--- src/gsc_pkg.sv ---
/*
  Shared constants for the serial command-FIFO link: frame prefixes,
  address map of the device side, command words and FIFO geometry.
  Assumes both ends and the bench import it.
*/
`default_nettype none
package gsc_pkg;
  localparam int          GSC_ADDR_W      = 24;
  localparam logic [1:0]  GSC_PFX_WRITE   = 2'b10;
  localparam logic [1:0]  GSC_PFX_READ    = 2'b00;
  localparam int          GSC_FIFO_BYTES  = 4096;
  localparam int          GSC_OFF_W       = 12;
  localparam int          GSC_CMD_BYTES   = 4;
  localparam logic [21:0] GSC_CMD_RAM     = 22'h10_8000;
  localparam logic [21:0] GSC_REG_RDPTR   = 22'h10_20F8;
  localparam logic [21:0] GSC_REG_WRPTR   = 22'h10_20FC;
  localparam logic [21:0] GSC_REG_CHIPID  = 22'h10_2400;
  localparam logic [31:0] GSC_CMD_LIST    = 32'hFFFF_FF00;
  localparam logic [31:0] GSC_CMD_SWAP    = 32'hFFFF_FF01;
  localparam logic [7:0]  GSC_OP_COLOUR   = 8'h04;
  localparam int          GSC_SCK_DIV     = 2;
  // Host register offsets on APB
  localparam logic [7:0]  GSC_APB_CTRL    = 8'h00;
  localparam logic [7:0]  GSC_APB_STATUS  = 8'h04;
  localparam logic [7:0]  GSC_APB_DATA    = 8'h08;
  localparam logic [7:0]  GSC_APB_ADDR    = 8'h0C;
  localparam logic [7:0]  GSC_APB_RDATA   = 8'h10;
  localparam logic [7:0]  GSC_APB_LEVEL   = 8'h14;
endpackage
`default_nettype wire
--- src/gsc_if.sv ---
/*
  Serial link between host and device ends.
  Assumes one pclk domain; the device synchronises its inputs.
*/
`timescale 1ns/1ps
`default_nettype none
interface gsc_if;
  logic cs_n;
  logic sck;
  logic mosi;
  logic miso;
  modport host (output cs_n, output sck, output mosi, input miso);
  modport dev  (input cs_n, input sck, input mosi, output miso);
endinterface
`default_nettype wire

--- src/gsc_fifo.sv ---
/*
  Synchronous FIFO with valid/ready on both sides.
  Assumes a single clock and active-low asynchronous reset.
*/
`timescale 1ns/1ps
`default_nettype none
module gsc_fifo #(
  parameter int WIDTH = 32,
  parameter int DEPTH = 16
) (
  input  wire logic             pclk,
  input  wire logic             presetn,
  input  wire logic [WIDTH-1:0] in_data,
  input  wire logic             in_valid,
  output logic                  in_ready,
  output logic [WIDTH-1:0]      out_data,
  output logic                  out_valid,
  input  wire logic             out_ready,
  output logic [$clog2(DEPTH):0] level
);
  localparam int AW = $clog2(DEPTH);
  logic [WIDTH-1:0] mem [DEPTH];
  logic [AW-1:0]    wr_reg, wr_next, rd_reg, rd_next;
  logic [AW:0]      cnt_reg, cnt_next;
  logic             push, pop;
  assign in_ready  = (cnt_reg != DEPTH[AW:0]);
  assign out_valid = (cnt_reg != '0);
  assign out_data  = mem[rd_reg];
  assign level     = cnt_reg;
  assign push      = in_valid && in_ready;
  assign pop       = out_valid && out_ready;
  always_comb begin
    wr_next  = push ? AW'(wr_reg + 1'b1) : wr_reg;
    rd_next  = pop ? AW'(rd_reg + 1'b1) : rd_reg;
    cnt_next = cnt_reg;
    if (push && !pop) begin
      cnt_next = (AW+1)'(cnt_reg + 1'b1);
    end else if (pop && !push) begin
      cnt_next = (AW+1)'(cnt_reg - 1'b1);
    end
  end
  always_ff @(posedge pclk or negedge presetn) begin
    if (!presetn) begin
      wr_reg  <= '0;
      rd_reg  <= '0;
      cnt_reg <= '0;
    end else begin
      wr_reg  <= wr_next;
      rd_reg  <= rd_next;
      cnt_reg <= cnt_next;
    end
  end
  always_ff @(posedge pclk) begin
    if (push) begin
      mem[wr_reg] <= in_data;
    end
  end
endmodule
`default_nettype wire

--- src/gsc_host.sv ---
/*
  Host end: APB slave with a data FIFO; runs one serial frame per
  start order: address, then FIFO words low byte first (each byte MSB first), or a read.
  Assumes an APB master that waits on pready; DATA writes stall while
  the FIFO is full.
*/
`timescale 1ns/1ps
`default_nettype none
module gsc_host
  import gsc_pkg::*;
(
  input  wire logic        pclk,
  input  wire logic        presetn,
  input  wire logic        psel,
  input  wire logic        penable,
  input  wire logic        pwrite,
  input  wire logic [7:0]  paddr,
  input  wire logic [31:0] pwdata,
  output logic [31:0]      prdata,
  output logic             pready,
  output logic             pslverr,
  gsc_if.host              link
);
  import gsc_pkg::*;
  typedef enum logic [2:0] {
    GSC_H_IDLE = 3'b001,
    GSC_H_SHIFT = 3'b010,
    GSC_H_END  = 3'b100
  } gsc_hst_t;
  gsc_hst_t    st_reg, st_next;
  logic [23:0] addr_reg, addr_next;
  logic        rd_reg, rd_next;
  logic [2:0]  nrd_reg, nrd_next;
  logic [31:0] rdat_reg, rdat_next;
  logic [31:0] sh_reg, sh_next;
  logic [5:0]  nbits_reg, nbits_next;
  logic [1:0]  phase_reg, phase_next;
  logic        cs_reg, cs_next, sck_reg, sck_next;
  logic [1:0]  div_reg;
  logic        tick, wr_acc, pop, hv;
  logic [31:0] hd;
  logic [4:0]  lvl;
  logic        in_rdy;
  gsc_fifo #(.WIDTH(32), .DEPTH(16)) u_fifo (
    .pclk(pclk), .presetn(presetn), .in_data(pwdata),
    .in_valid(wr_acc && paddr == GSC_APB_DATA), .in_ready(in_rdy),
    .out_data(hd), .out_valid(hv), .out_ready(pop), .level(lvl));
  assign wr_acc  = psel && penable && pwrite;
  assign pready  = !(wr_acc && paddr == GSC_APB_DATA && !in_rdy);
  assign pslverr = 1'b0;
  assign tick    = (div_reg == 2'(GSC_SCK_DIV - 1));
  assign link.cs_n = cs_reg;
  assign link.sck  = sck_reg;
  assign link.mosi = sh_reg[31];
  always_comb begin
    unique case (paddr)
      GSC_APB_STATUS: prdata = {31'h0000_0000, st_reg != GSC_H_IDLE};
      GSC_APB_ADDR:   prdata = {8'h00, addr_reg};
      GSC_APB_RDATA:  prdata = rdat_reg;
      GSC_APB_LEVEL:  prdata = {27'h000_0000, lvl};
      default:        prdata = 32'h0000_0000;
    endcase
  end
  always_comb begin
    st_next = st_reg; addr_next = addr_reg; rd_next = rd_reg;
    nrd_next = nrd_reg; rdat_next = rdat_reg; sh_next = sh_reg;
    nbits_next = nbits_reg; phase_next = phase_reg;
    cs_next = cs_reg; sck_next = sck_reg; pop = 1'b0;
    if (wr_acc && paddr == GSC_APB_ADDR && st_reg == GSC_H_IDLE) begin
      addr_next = pwdata[23:0];
    end
    unique case (st_reg)
      GSC_H_IDLE: begin
        if (wr_acc && paddr == GSC_APB_CTRL && pwdata[0]) begin
          rd_next    = pwdata[1];
          nrd_next   = pwdata[4:2];
          cs_next    = 1'b0;
          sh_next    = {pwdata[1] ? GSC_PFX_READ : GSC_PFX_WRITE,
                        addr_reg[21:0], 8'h00};
          nbits_next = 6'd24;
          phase_next = 2'd0;
          st_next    = GSC_H_SHIFT;
        end
      end
      GSC_H_SHIFT: begin
        if (tick) begin
          sck_next = !sck_reg;
          if (sck_reg) begin
            nbits_next = 6'(nbits_reg - 1'b1);
            sh_next    = {sh_reg[30:0], 1'b0};
            // Sample late: the device answers three pclk after a fall
            if (rd_reg && phase_reg == 2'd1) begin
              rdat_next = {rdat_reg[31:8], rdat_reg[6:0], link.miso};
              if (nbits_reg[2:0] == 3'd1) begin
                rdat_next = {rdat_reg[6:0], link.miso, rdat_reg[31:8]};
              end
            end
            if (nbits_reg == 6'd1) begin
              if (!rd_reg && hv) begin
                pop        = 1'b1;
                sh_next    = {hd[7:0], hd[15:8], hd[23:16], hd[31:24]};
                nbits_next = 6'd32;
                phase_next = 2'd1;
              end else if (rd_reg && phase_reg == 2'd0) begin
                sh_next    = 32'h0000_0000;
                nbits_next = 6'(8 * {3'b000, nrd_next});
                phase_next = 2'd1;
                if (nrd_reg == 3'd0) begin
                  st_next = GSC_H_END;
                end
              end else begin
                st_next = GSC_H_END;
              end
            end
          end
        end
      end
      GSC_H_END: begin
        if (tick) begin
          cs_next = 1'b1;
          st_next = GSC_H_IDLE;
          if (rd_reg) begin
            rdat_next = rdat_reg;
          end
        end
      end
    endcase
  end
  always_ff @(posedge pclk or negedge presetn) begin
    if (!presetn) begin
      st_reg <= GSC_H_IDLE; addr_reg <= '0; rd_reg <= 1'b0;
      nrd_reg <= '0; rdat_reg <= '0; sh_reg <= '0;
      nbits_reg <= '0; phase_reg <= '0;
      cs_reg <= 1'b1; sck_reg <= 1'b0; div_reg <= '0;
    end else begin
      st_reg <= st_next; addr_reg <= addr_next; rd_reg <= rd_next;
      nrd_reg <= nrd_next; rdat_reg <= rdat_next; sh_reg <= sh_next;
      nbits_reg <= nbits_next; phase_reg <= phase_next;
      cs_reg <= cs_next; sck_reg <= sck_next;
      // Held at zero when idle so the first sck rise gets a full half period
      div_reg <= (tick || st_reg == GSC_H_IDLE) ? 2'd0 : 2'(div_reg + 1'b1);
    end
  end
endmodule
`default_nettype wire

--- src/flat_wrapper.sv ---
// flat-port wrapper written by rule: the top's interface ports become plain ports
module gsc_host_flat import gsc_pkg::*;
  (pclk, presetn, psel, penable, pwrite, paddr, pwdata, prdata, pready, pslverr, link_cs_n, link_sck, link_mosi, link_miso);
  gsc_if link_i ();
  input  wire logic pclk;
  input  wire logic presetn;
  input  wire logic psel;
  input  wire logic penable;
  input  wire logic pwrite;
  input  wire logic [7:0] paddr;
  input  wire logic [31:0] pwdata;
  output logic [31:0] prdata;
  output logic pready;
  output logic pslverr;
  output wire logic [$bits(link_i.cs_n)-1:0] link_cs_n;
  output wire logic [$bits(link_i.sck)-1:0] link_sck;
  output wire logic [$bits(link_i.mosi)-1:0] link_mosi;
  input wire logic [$bits(link_i.miso)-1:0] link_miso;
  assign link_cs_n = link_i.cs_n;
  assign link_sck = link_i.sck;
  assign link_mosi = link_i.mosi;
  assign link_i.miso = link_miso;
  gsc_host u_core (.pclk(pclk), .presetn(presetn), .psel(psel), .penable(penable), .pwrite(pwrite), .paddr(paddr), .pwdata(pwdata), .prdata(prdata), .pready(pready), .pslverr(pslverr), .link(link_i));
endmodule
--- config.mk ---
export PLATFORM = sky130hd
export DESIGN_NAME = gsc_host_flat
export DESIGN_NICKNAME = d
export VERILOG_FILES = /design/src/gsc_pkg.sv /design/src/gsc_if.sv /design/src/gsc_fifo.sv /design/src/gsc_host.sv /design/src/flat_wrapper.sv
export SDC_FILE = /design/constraint.sdc
export NUM_CORES = 1
export LEC_CHECK = 0
export BUFFER_PORTS_ARGS = -buffer_cell sky130_fd_sc_hd__clkbuf_2
export CAP_MARGIN = 15
export CORE_UTILIZATION = 50
export DETAILED_ROUTE_END_ITERATION = 12
export HOLD_SLACK_MARGIN = 0.15
export PLACE_DENSITY = 0.66
export SETUP_SLACK_MARGIN = 0.1
export SLEW_MARGIN = 20
export SYNTH_ARGS = -nofsm -noshare
export SYNTH_HDL_FRONTEND = slang
export SYNTH_SLANG_ARGS = --single-unit
--- constraint.sdc ---
create_clock -name pclk -period 7.95 [get_ports pclk]
set_input_delay 1.1925 -clock pclk [delete_from_list [all_inputs] [get_ports pclk]]
set_output_delay 1.1925 -clock pclk [all_outputs]
set_load 0.01 [all_outputs]
Yosys cells after proc, flatten, opt, wreduce, memory -nomap -nowiden

Memory sizes are Yosys's and may differ from the RTL's.
Cells that the tools add are included.

Word-level logic and storage cells: 127
Flip-flop bits (word level): 120
Output and inout port bits: 37
RAM bits: 512
Memories kept: 1
Input bits: 46

Memories:

| memory            | depth | bits a word | rd ports | clocked after memory_dff | wr ports | RTL line       | RTL |
|---|---|---|---|---|---|---|---|
| u_core.u_fifo.mem | 16    | 32          | 1        | 0                        | 1        | gsc_fifo.sv:22 | `logic [WIDTH-1:0] mem [DEPTH];` |

Equal/unequal tests: 22
Multiplexer cells: 46
$add $sub $neg: 6
Reduce and logical (&&, ||, !) cells: 37

Operators by type and width:

| operator                                      | number |
|---|---|
| 2-to-1 mux 32 bit                             | 6 |
| case mux 32 bit (4 select lines)              | 1 |
| case mux 32 bit (2 select lines)              | 1 |
| 2-to-1 mux 6 bit                              | 6 |
| 2-to-1 mux 3 bit                              | 8 |
| == test 8 x 4 -> 1 bit, second input constant | 2 |
| == test 8 x 5 -> 1 bit, second input constant | 2 |
| 2-to-1 mux 2 bit                              | 8 |
| logical AND 1 bit                             | 15 |
| case mux 6 bit (2 select lines)               | 1 |
| 2-to-1 mux 5 bit                              | 2 |
| 2-to-1 mux 1 bit                              | 9 |
| case mux 3 bit (3 select lines)               | 1 |
| adder 4 x 1 -> 4 bit, second input constant   | 2 |
| == test 8 x 3 -> 1 bit, second input constant | 1 |
| zero test 8 bit                               | 1 |
| 2-to-1 mux 8 bit                              | 1 |
| != test 2 x 1 -> 1 bit, second input constant | 4 |
| AND reduction 4 bit                           | 2 |
| AND reduction 7 bit                           | 1 |
| == test 3 x 1 -> 1 bit, second input constant | 2 |
| == test 6 x 1 -> 1 bit, second input constant | 1 |
| zero test 1 bit                               | 6 |
| != test 3 x 1 -> 1 bit, second input constant | 2 |
| 21 further kinds                              | 26 |

Logic depth before layout (Yosys ltp)

Gate-level depths: netlist (run 1).

Depth after elaboration: 11
Mapped depth: 15
Mapped depth without buffers: 14

Hierarchy

From an unflattened synthesis (run 1), not the netlist that was laid out.

Cell total of the unflattened synthesis: 1509
Area total of the unflattened synthesis: 25538.2 µm²

Modules (own cells, without submodules):

| module   | area each (µm²) | instances | seq. area each (µm²) | cells an instance |
|---|---|---|---|---|
| gsc_fifo | 20392.1         | 1         | 15700.1              | 1005 |
| gsc_host | 5146.2          | 1         | 2655.0               | 504 |

Worst setup path after synthesis (run 1)

Ideal clock, no wire load.

Kind: input to output
From: in paddr[5]
To: out prdata[10]
Data required time: 6.758 ns
Path buffers: 2
Arrival: 2.515 ns
Path slack: 4.242 ns
Stages: 5
Path through: nor4_2 -> and3_1 -> clkbuf_1 -> clkbuf_1 -> a22o_1

Word-level cells in the longest chain between the ends: 2
Elaborated cells between the ends (all ways): 5
Those cells by class: eq/ne: 4; mux: 1

RTL lines:

| what                                                 | RTL line           | RTL |
|---|---|---|
| start, declared                                      | flat_wrapper.sv:10 | `input wire logic [7:0] paddr;` |
| == test 8 x 5 -> 1 bit, or another cell as far along | gsc_host.sv:56     | `unique case (paddr)` |
| case mux 32 bit (4 select lines) (*)                 | gsc_host.sv:56     |  |
| end, declared                                        | flat_wrapper.sv:12 | `output logic [31:0] prdata;` |

Mark *: on every way between the ends. The rest lies on a longest branch, timed or not.

Worst setup path in the final report (run 1)

From: in paddr[5]
To: out prdata[11]

Same word-level chain as after synthesis.

==> flow_metrics.py, run 1 <==
metrics = {
    "finish": {
        "antenna_cells": 0,
        "fin_area_um2": 28800,
        "final-seq-area_um2": 18400,
        "nFillCells": 3768,
        "multi_input_area_um2": 6810,
        "nets": 1527,
        "final_cells": 2191,
        "syn_to_final_growth_pct": 12.1,
        "largest_register_ffs": 512,
        "drive_above_1_share_pct": 27.1,
    },
    "timing": {
        "maxSlewViolCount": 0,
        "max_slew.worst_pin.slew_ps": 1110,
        "fin_tns_setup_ps": 0,
        "clock_skew_ps": 21.9,
        "rsz0062_at_grt": "false",
        "hold_violations": 0,
        "fin_ws_ps": 3790,
        "fin_crit_sh_pct": 52.4,
        "fin_crit_ps": 4160,
        "finalSetupViolCount": 0,
        "slew_headroom_pct": 26.2,
        "clock.fmax_ghz": 0.240,
    },
    "place": {
        "io_buffers": 81,
        "place_ws_ps": 3710,
        "placedCellCount": 2072,
        "gp_congestion": 0.856,
        "placed_area_um2": 26700,
        "dpl.hpwl_um": 33100,
    },
    "clock_network": {
        "cts_tree": "done",
        "clk_pin_slew_ps": 60,
        "cts.htree.levels": 3,
        "cts_buffers": 66,
        "ctsResizeCount": 0,
        "clock_latency_ps": 600,
        "cts_root_buf": "clkbuf_16",
        "clk_path_buf_depth": 3,
        "cts_setup_buffers": 0,
        "hold_buffers": 0,
        "clock_sinks": 631,
    },
    "worst_setup_path": {
        "required_ps": 6760,
        "worst_setup_path_end_kind": "output pin",
        "critPathKind": "in -> out",
        "critPathLaunchType": "primary input",
        "critical_path_arrival_ps": 2970,
        "cp_max_fo": 23,
    },
    "synthesis": {
        "synth_top_family_by_area": "multiplexers",
        "syn-num-nets": 1437,
        "syn_area_um2": 25700,
        "ys_ff_latch": 631,
        "yosys-mux-area-fraction_pct": 16.6,
        "postSynthCellCount": 1378,
        "synth.avg_cell_area_um2": 18.6,
        "synth_edf_count": 512,
        "yosys_warnings": 0,
        "synth_xor_area_share_pct": 0.409,
        "yosysUniqueCellTypes": 67,
        "seq_area_frac_synth_pct": 71.5,
        "synth_top_area_share_pct": 59.9,
        "synth-main-ff-cell": "edfxtp_1",
        "yosys-top-cells-area": "edfxtp_1, dfrtp_1, mux4_2",
        "synthArstFlopShare_pct": 18.9,
        "synth_compound_area_share_pct": 3.57,
        "synthAdderAreaFrac_pct": 0.663,
        "synth-simple-area-share_pct": 5.13,
        "synth_top_area_cell": "edfxtp_1",
    },
    "floorplan": {
        "rows": 82,
        "die_w_um": 229,
        "initial_core_util_pct": 50.9,
        "die_area_um2": 52200,
        "core_area_um2": 50400,
        "die_h_um": 229,
        "io_pins": 83,
    },
    "drt": {
        "avgRoutedWirePerCell_um": 26.4,
        "firstDrtPassIters": 5,
        "vias": 13501,
        "drt-total-wl_um": 57700,
        "vias_per_cell": 6.16,
        "drt_iter0_markers": 1344,
        "drt_drc_violations_left": 0,
        "ant_nets": 0,
    },
    "power": {
        "switchingPower_mw": 1.28,
        "power_mw": 6.65,
        "power_frac_seq_pct": 53.8,
        "vdd_ir_drop_max_uv": 145,
        "power_density_nw_per_um2": 231,
        "internal_power_mw": 5.36,
        "p_leak_nw": 9.62,
        "pwr-share-comb_pct": 1.1,
        "clockPowerShare_pct": 45.1,
        "p_sw_share_pct": 19.3,
    },
    "job": {
        "max_cap_violations": 0,
    },
    "grt": {
        "grt_pass1_vias": 13968,
        "grt.total_usage_pct": 22.7,
        "grt-ovfl-total": 0,
        "grt_antenna_before_repair": 2,
        "grt_pass1_wl_um": 88000,
        "grt_start_max_net_pins": 74,
    },
    "min_path": {
        "worstHoldPathType": "reg -> reg",
    },
    "outcome": {
        "status": "completed",
    },
}
==> critical path, stage by stage <==
cell	delay (ps)
clkbuf_2	100
nor4_2	520
and3_1	750
a22o_1	270
clkbuf_2	130
==> layer usage <==
layer	global-route usage, %	wire, um	vias to the layer above
li1	-	-	5740
met1	32.1	25100	7118
met2	35.4	27100	544
met3	4.58	4220	95
met4	7.49	1290	4
met5	0	27	-
==> final timing paths <==
check,startpoint,endpoint,slack [ps],cells past startpoint
min,u_core.div_reg[0]$_DFF_PN0_,u_core.div_reg[0]$_DFF_PN0_,440,1
max in group asynchronous,presetn,u_core.addr_reg[11]$_DFFE_PN0P_,5870,2
max,paddr[5],prdata[11],3790,5
min in group asynchronous,presetn,u_core.div_reg[1]$_DFF_PN0_,630,1
max reg2reg,u_core.u_fifo.rd_reg[0]$_DFFE_PN0P_,u_core.sh_reg[14]$_DFFE_PN0P_,4120,7
min reg2reg,u_core.div_reg[0]$_DFF_PN0_,u_core.div_reg[0]$_DFF_PN0_,440,1
==> power groups by stage <==
| stage | clock network (mW) | registers [mW] | logic [mW] |
|---|---|---|---|
| global placement | 0 | 3.65 | 0.0687 |
| CTS | 3.06 | 3.58 | 0.0727 |
| finish | 3.00 | 3.58 | 0.0713 |
| global route | 3.18 | 3.58 | 0.0799 |
| floorplan | 0 | 3.65 | 0.00581 |
| detailed placement | 0 | 3.65 | 0.0727 |
==> final cells by class <==
cell class | count | area share [%]
sequential | 631 | 63.8
timing repair buffer | 104 | 2.06
clock buffer | 95 | 6.41
multi-input combinational | 646 | 23.7
clock inverter | 24 | 0.848
tap | 672 | 2.92
inverter | 19 | 0.248
==> layout by cell type, fill, tap and decap left out, types with 24 or more instances in the layout <==
master	count
edfxtp_1	512
mux4_2	129
dfrtp_1	114
nor3_1	92
clkbuf_2	80
clkbuf_16	69
mux2i_1	65
nand2_1	45
nor2_1	38
mux2_2	35
clkbuf_1	24
==> Yosys cell counts (7+ instances only) <==
master,instances
a2111oi_0,21
a21oi_1,23
a22o_1,19
a311o_1,9
and2_1,26
buf_1,7
buf_2,24
buf_6,11
clkbuf_1,34
dfrtp_1,117
edfxtp_1,512
ha_1,12
inv_1,17
mux2_2,35
mux2_4,20
mux2i_1,65
mux4_2,129
nand2_1,45
nand3_1,12
nor2_1,38
nor3_1,92
o21ai_0,11
o2bb2ai_1,8
xnor2_1,10
==> through the flow <==
| step | utilization, % | hold slack (ps) |
|---|---|---|
| final | 57.1 | 443 |
| after global routing | 57.1 | 455 |
| after CTS | 57.1 | 446 |
| after detailed placement | 53.0 | 437 |
| after global placement | 53.0 | 427 |
| after floorplan | - | 415 |
==> cell families after synthesis <==
kind of cell	Yosys count
other	1
muxes	249
buffers and inverters	101
xor gates and xnor gates	12
adders and majority gates	13
AOI/OAI and AO/OA	121
and+or+nand+nor	250
DFF	631
No activity file was read; power rests on OpenSTA's default activity.
==> run 2, diff against run 1 <==
- PLACE_DENSITY: 0.66 -> 0.69
- clock period: 7.95 -> 3.7 ns (I/O delays scaled with it)
==> run 2 against run 1 <==
Sequential share of layout area decreased by 1.2 points; clock power increased by 120%; die area unchanged; combinational power increased by 120%; setup slack got worse by 3200 ps; sequential cell count unchanged; global-route usage increased by 0.40 points; hold slack got worse by 210 ps; sequential power increased by 110%; highest routed layer unchanged; final area increased by 1.9%; non-clock buffer count increased by 35.
==> flow_metrics.py, run 2 (same netlist as run 1, synthesis figures left out) <==
metrics = {
    "grt": {
        "grt-ovfl-total": 0,
        "grt_antenna_before_repair": 4,
        "grt_pass1_vias": 13996,
        "grt.total_usage_pct": 23.1,
        "grt_pass1_wl_um": 89300,
        "grt_start_max_net_pins": 55,
    },
    "power": {
        "power_density_nw_per_um2": 494,
        "clockPowerShare_pct": 45.8,
        "power_mw": 14.5,
        "p_sw_share_pct": 19.0,
        "internal_power_mw": 11.7,
        "pwr-share-comb_pct": 1.1,
        "p_leak_nw": 9.90,
        "switchingPower_mw": 2.76,
        "power_frac_seq_pct": 53.1,
        "vdd_ir_drop_max_uv": 301,
    },
    "clock_network": {
        "clock_latency_ps": 590,
        "clock_sinks": 631,
        "cts_root_buf": "clkbuf_16",
        "cts_buffers": 66,
        "clk_path_buf_depth": 3,
        "clk_pin_slew_ps": 60,
        "cts.htree.levels": 3,
        "ctsResizeCount": 0,
        "cts_tree": "done",
    },
    "worst_setup_path": {
        "cp_max_fo": 6,
        "crit_buf_inv": 2,
        "critPathLaunchType": "flop",
        "cp_top_family": "compound AO/OA/AOI/OAI gates",
        "crit_slowest_cell": "a2111o_1",
        "critPathKind": "reg -> reg",
        "worst_setup_path_end_kind": "flop",
        "max_stage_delay_ps": 460,
        "required_ps": 4170,
        "critical_path_arrival_ps": 3580,
        "path_cells": "or3_4 > a2111o_1 > nor3_4 > inv_1 > ha_1 > inv_1 > ha_1 > a21o_1 > a21oi_1 > xnor2_1 > nor2_1 > xnor2_1",
    },
    "finish": {
        "antenna_cells": 0,
        "syn_to_final_growth_pct": 14.2,
        "nFillCells": 3639,
        "largest_register_ffs": 512,
        "nets": 1562,
        "final_cell_mix": "edfxtp_1, mux4_2, dfrtp_1",
        "drive_above_1_share_pct": 29.0,
        "final_common_cell": "edfxtp_1",
    },
    "floorplan": {
        "core_area_um2": 50400,
        "die_h_um": 229,
        "die_w_um": 229,
        "io_pins": 83,
        "initial_core_util_pct": 50.9,
        "rows": 82,
        "die_area_um2": 52200,
    },
    "place": {
        "dpl.hpwl_um": 34200,
        "io_buffers": 81,
        "gp_congestion": 0.848,
        "place_ws_ps": 507,
    },
    "timing": {
        "finalSetupViolCount": 0,
        "slew_headroom_pct": 25.3,
        "fin_ws_ps": 592,
        "max_slew.worst_pin.slew_ps": 1120,
        "fin_tns_setup_ps": 0,
        "fin_crit_sh_pct": 84.0,
        "clock.fmax_ghz": 0.322,
        "clock_skew_ps": 13.9,
        "fin_crit_ps": 3110,
        "rsz0062_at_grt": "false",
        "hold_violations": 0,
        "maxSlewViolCount": 0,
        "timing.hold.ws_ps": 230,
    },
    "outcome": {
        "status": "completed",
    },
    "drt": {
        "vias": 13665,
        "vias_per_cell": 6.13,
        "avgRoutedWirePerCell_um": 26.4,
        "drt_drc_violations_left": 0,
        "firstDrtPassIters": 5,
        "drt_iter0_markers": 1338,
        "ant_nets": 0,
        "drt-total-wl_um": 58800,
    },
    "job": {
        "max_cap_violations": 0,
    },
    "min_path": {
        "worstHoldPathType": "in -> reg",
    },
}
[run 2: changes by cell type in the layout (fill, tap and decap cells not counted), sizes merged]
cell         before  now
buf              24   58
clkbuf          175  178
clkinv           16   15
clkinvlp          1    2
dlygate4sd3       0    1
inv              21   20
[run 2: power by group through the flow]
stage	Combinational, mW	Sequential (mW)	Clock [mW]
3_3_place_gp	0.151	7.83	0
6_report	0.159	7.69	6.64
2_1_floorplan	0.0125	7.83	0
5_1_grt	0.177	7.68	7.05
4_1_cts	0.162	7.69	6.77
3_5_place_dp	0.162	7.83	0
[run 2: final cells by class]
cell class	instances	area (um2)	share of cell area [%]
Sequential cell	631	18400	62.6
Tap cell	672	841	2.87
Multi-Input combinational cell	646	6810	23.2
Clock inverter	23	236	0.807
Inverter	19	71.3	0.243
Clock buffer	98	1960	6.68
Timing Repair Buffer	139	1030	3.53
[run 2: routing by layer]
metal	global-route usage [%]	up-vias	part of all wire (%)
met5	0	-	0.039
met1	33.6	7180	43
met2	35.0	564	46
met4	7.99	4	2.8
met3	4.50	108	8.1
li1	-	5809	-
[run 2: worst paths after layout]
kind                                                 startpoint                                   to  slack, ps  cells past startpoint
min in group asynchronous                               presetn  u_core.u_fifo.wr_reg[2]$_DFFE_PN0P_        590                      2
worst max register to register  u_core.nbits_reg[2]$_DFFE_PN0P_   u_core.u_fifo.level[4]$_DFFE_PN0P_        590                     12
worst min-delay path                                  link_miso      u_core.rdat_reg[24]$_DFFE_PN0P_        230                      2
worst min register to register      u_core.div_reg[0]$_DFF_PN0_          u_core.div_reg[0]$_DFF_PN0_        440                      1
worst max-delay path            u_core.nbits_reg[2]$_DFFE_PN0P_   u_core.u_fifo.level[4]$_DFFE_PN0P_        590                     12
max in group asynchronous                               presetn      u_core.rdat_reg[15]$_DFFE_PN0P_       2270                      3
[run 2: repair_timing]
| item | 4_1_cts | 5_1_grt |
|---|---|---|
| hold buffers | 1 | 0 |
| buffers inserted | 0 | 0 |
| hold endpoints to repair | 50 | 0 |
[run 2: worst register-to-register path, stage by stage, from the launching register on]
cell and delay [ps]:
dfrtp_1 440, or3_4 440, a2111o_1 460, nor3_4 250
inv_1 90, ha_1 210, inv_1 140, ha_1 290
a21o_1 190, a21oi_1 170, xnor2_1 130, nor2_1 60
xnor2_1 120
[run 2: through the flow]
stage | std cells | utilization (%) | instance area [um2]
floorplan | 1378 | - | 25700
global placement | 2106 | 53.8 | 27100
detailed placement | 2106 | 53.8 | 27100
CTS | 2228 | 58.2 | 29300
global route | 2228 | 58.2 | 29300
finish | 2228 | 58.2 | 29300
==> run 3, diff against run 2 <==
- PLACE_DENSITY: 0.69 -> 0.66
- clock period: 3.7 -> 3.2 ns (I/O delays scaled with it)
==> run 3 against run 2 <==
Sequential cell count did not move; core utilization rose by 0.24 points; first-iteration DRC count is 5.0% higher; global-route usage up 0.75 points; clock power increased by 13%.
==> flow_metrics.py, run 3 (same netlist as run 1, synthesis figures left out) <==
metrics = {
    "place": {
        "dpl.hpwl_um": 35600,
        "gp_congestion": 0.816,
        "place_ws_ps": 238,
        "io_buffers": 81,
        "placedCellCount": 2123,
    },
    "drt": {
        "ant_nets": 0,
        "vias": 13762,
        "firstDrtPassIters": 5,
        "drt-total-wl_um": 61100,
        "drt_iter0_markers": 1405,
        "drt_drc_violations_left": 0,
        "avgRoutedWirePerCell_um": 27.2,
        "vias_per_cell": 6.14,
    },
    "worst_setup_path": {
        "crit_start": "u_core.nbits_reg[2]$_DFFE_PN0P_",
        "critPathLaunchType": "flop",
        "critPathKind": "reg -> reg",
        "crit_buf_inv": 2,
        "worst_setup_path_end_kind": "flop",
        "critical_path_arrival_ps": 3450,
        "r2r_start": "u_core.nbits_reg[2]$_DFFE_PN0P_",
        "cp_max_fo": 6,
        "cp_top_family": "compound AO/OA/AOI/OAI gates",
        "crit_slowest_cell": "a2111o_2",
        "max_stage_delay_ps": 490,
        "path_cells": "or3_4 > a2111o_2 > nor3_4 > inv_1 > ha_1 > inv_2 > ha_1 > a21o_1 > a21oi_1 > xnor2_1 > nor2_1 > xnor2_1",
        "required_ps": 3720,
    },
    "timing": {
        "clock.fmax_ghz": 0.341,
        "slew_headroom_pct": 24.6,
        "max_slew.worst_pin.slew_ps": 1130,
        "finalSetupViolCount": 0,
        "fin_tns_setup_ps": 0,
        "clock_skew_ps": 15.3,
        "maxSlewViolCount": 0,
        "fin_crit_ps": 2930,
        "fin_ws_ps": 269,
        "fin_crit_sh_pct": 91.6,
        "rsz0062_at_grt": "false",
        "hold_violations": 0,
    },
    "clock_network": {
        "cts_setup_buffers": 0,
        "clk_path_buf_depth": 3,
        "clock_sinks": 631,
        "clock_latency_ps": 630,
        "cts_tree": "done",
        "cts_buffers": 61,
        "clk_pin_slew_ps": 70,
        "cts_root_buf": "clkbuf_16",
        "cts.htree.levels": 2,
    },
    "power": {
        "internal_power_mw": 13.3,
        "clockPowerShare_pct": 45.2,
        "power_mw": 16.5,
        "power_frac_seq_pct": 53.7,
        "pwr-share-comb_pct": 1.1,
        "power_density_nw_per_um2": 562,
        "p_leak_nw": 9.96,
        "p_sw_share_pct": 19.3,
        "switchingPower_mw": 3.19,
        "vdd_ir_drop_max_uv": 400,
    },
    "finish": {
        "antenna_cells": 0,
        "nets": 1575,
        "largest_register_ffs": 512,
        "syn_to_final_growth_pct": 14.7,
        "final_common_cell": "edfxtp_1",
        "nFillCells": 3691,
        "final_cell_mix": "edfxtp_1, mux4_2, dfrtp_1",
        "drive_above_1_share_pct": 30.0,
        "final_cells": 2241,
    },
    "grt": {
        "grt_antenna_before_repair": 2,
        "grt_pass1_vias": 14135,
        "grt_pass1_wl_um": 91500,
        "grt.total_usage_pct": 23.8,
        "grt_start_max_net_pins": 64,
        "grt-ovfl-total": 0,
    },
    "job": {
        "max_cap_violations": 0,
    },
    "min_path": {
        "worstHoldPathType": "in -> reg",
        "min-delay-start": "pwdata[24]",
    },
    "floorplan": {
        "rows": 82,
        "die_h_um": 229,
        "core_area_um2": 50400,
        "die_area_um2": 52200,
        "io_pins": 83,
        "initial_core_util_pct": 50.9,
        "die_w_um": 229,
    },
    "outcome": {
        "status": "completed",
    },
}
-- run 3: cell types whose count changed in the layout (fill, tap and decap cells not counted), sizes merged --
cell,change
buf,+17
clkbuf,-12
bufinv,+3
clkinv,+2
clkinvlp,+2
dlygate4sd3,+1
-- run 3: per-stage QoR --
stage / area [um2] / hold slack [ps] / utilization, %
after floorplan: 25700 / 184 / -
after global placement: 27300 / 428 / 54.2
after detailed placement: 27300 / 449 / 54.2
after CTS: 29400 / 236 / 58.4
after global routing: 29400 / 273 / 58.4
final: 29400 / 266 / 58.4
-- run 3: area by class of cell --
cell class	instances	area (um2)	area share [%]
flip-flops and latches	631	18400	62.4
clock buffers	86	1740	5.92
clock inverters	30	355	1.21
well taps	672	841	2.86
multi-input cells	646	6800	23.1
inverters	19	71.3	0.242
repair buffers	157	1260	4.28
-- run 3: layer usage --
metal	vias to the layer above	track usage, %	share of wire, %
li1	5838	-	-
met1	7276	34.2	43
met2	554	36.3	46
met3	90	5.25	8.1
met4	4	8.16	2.7
met5	-	0	0.034
-- run 3: power by group through the flow --
stage                     Clock, mW  Combinational [mW]  Sequential, mW
after floorplan                   0              0.0144            9.06
after global placement            0               0.172            9.06
after detailed placement          0               0.181            9.06
after CTS                      7.58               0.183            8.88
after global routing           7.87               0.201            8.88
final                          7.47               0.181            8.88
-- run 3: worst paths after layout --
check                                                       to  slack (ps)  depth (start not counted)
max                         u_core.u_fifo.level[4]$_DFFE_PN0P_         270                         12
min                         u_core.u_fifo.mem[8][24]$_DFFE_PP_         270                          1
max reg2reg                 u_core.u_fifo.level[4]$_DFFE_PN0P_         270                         12
min reg2reg                        u_core.div_reg[0]$_DFF_PN0_         450                          1
max in group asynchronous  u_core.u_fifo.rd_reg[1]$_DFFE_PN0P_        2020                          3
min in group asynchronous  u_core.u_fifo.wr_reg[3]$_DFFE_PN0P_         350                          2
-- run 3: worst reg2reg max path, stage by stage (launching register included) --
cell      delay [ps]
dfrtp_1          440
or3_4            440
a2111o_2         490
nor3_4           130
inv_1             60
ha_1             210
inv_2            100
ha_1             270
a21o_1           190
a21oi_1          170
xnor2_1          130
nor2_1            70
xnor2_1          120
-- run 3: repair_timing --
action / CTS / global route
hold buffers: 2 / 0
endpoints found under the setup margin: 0 / 1
hold endpoints to repair: 33 / 0
gates resized for setup: 0 / 1
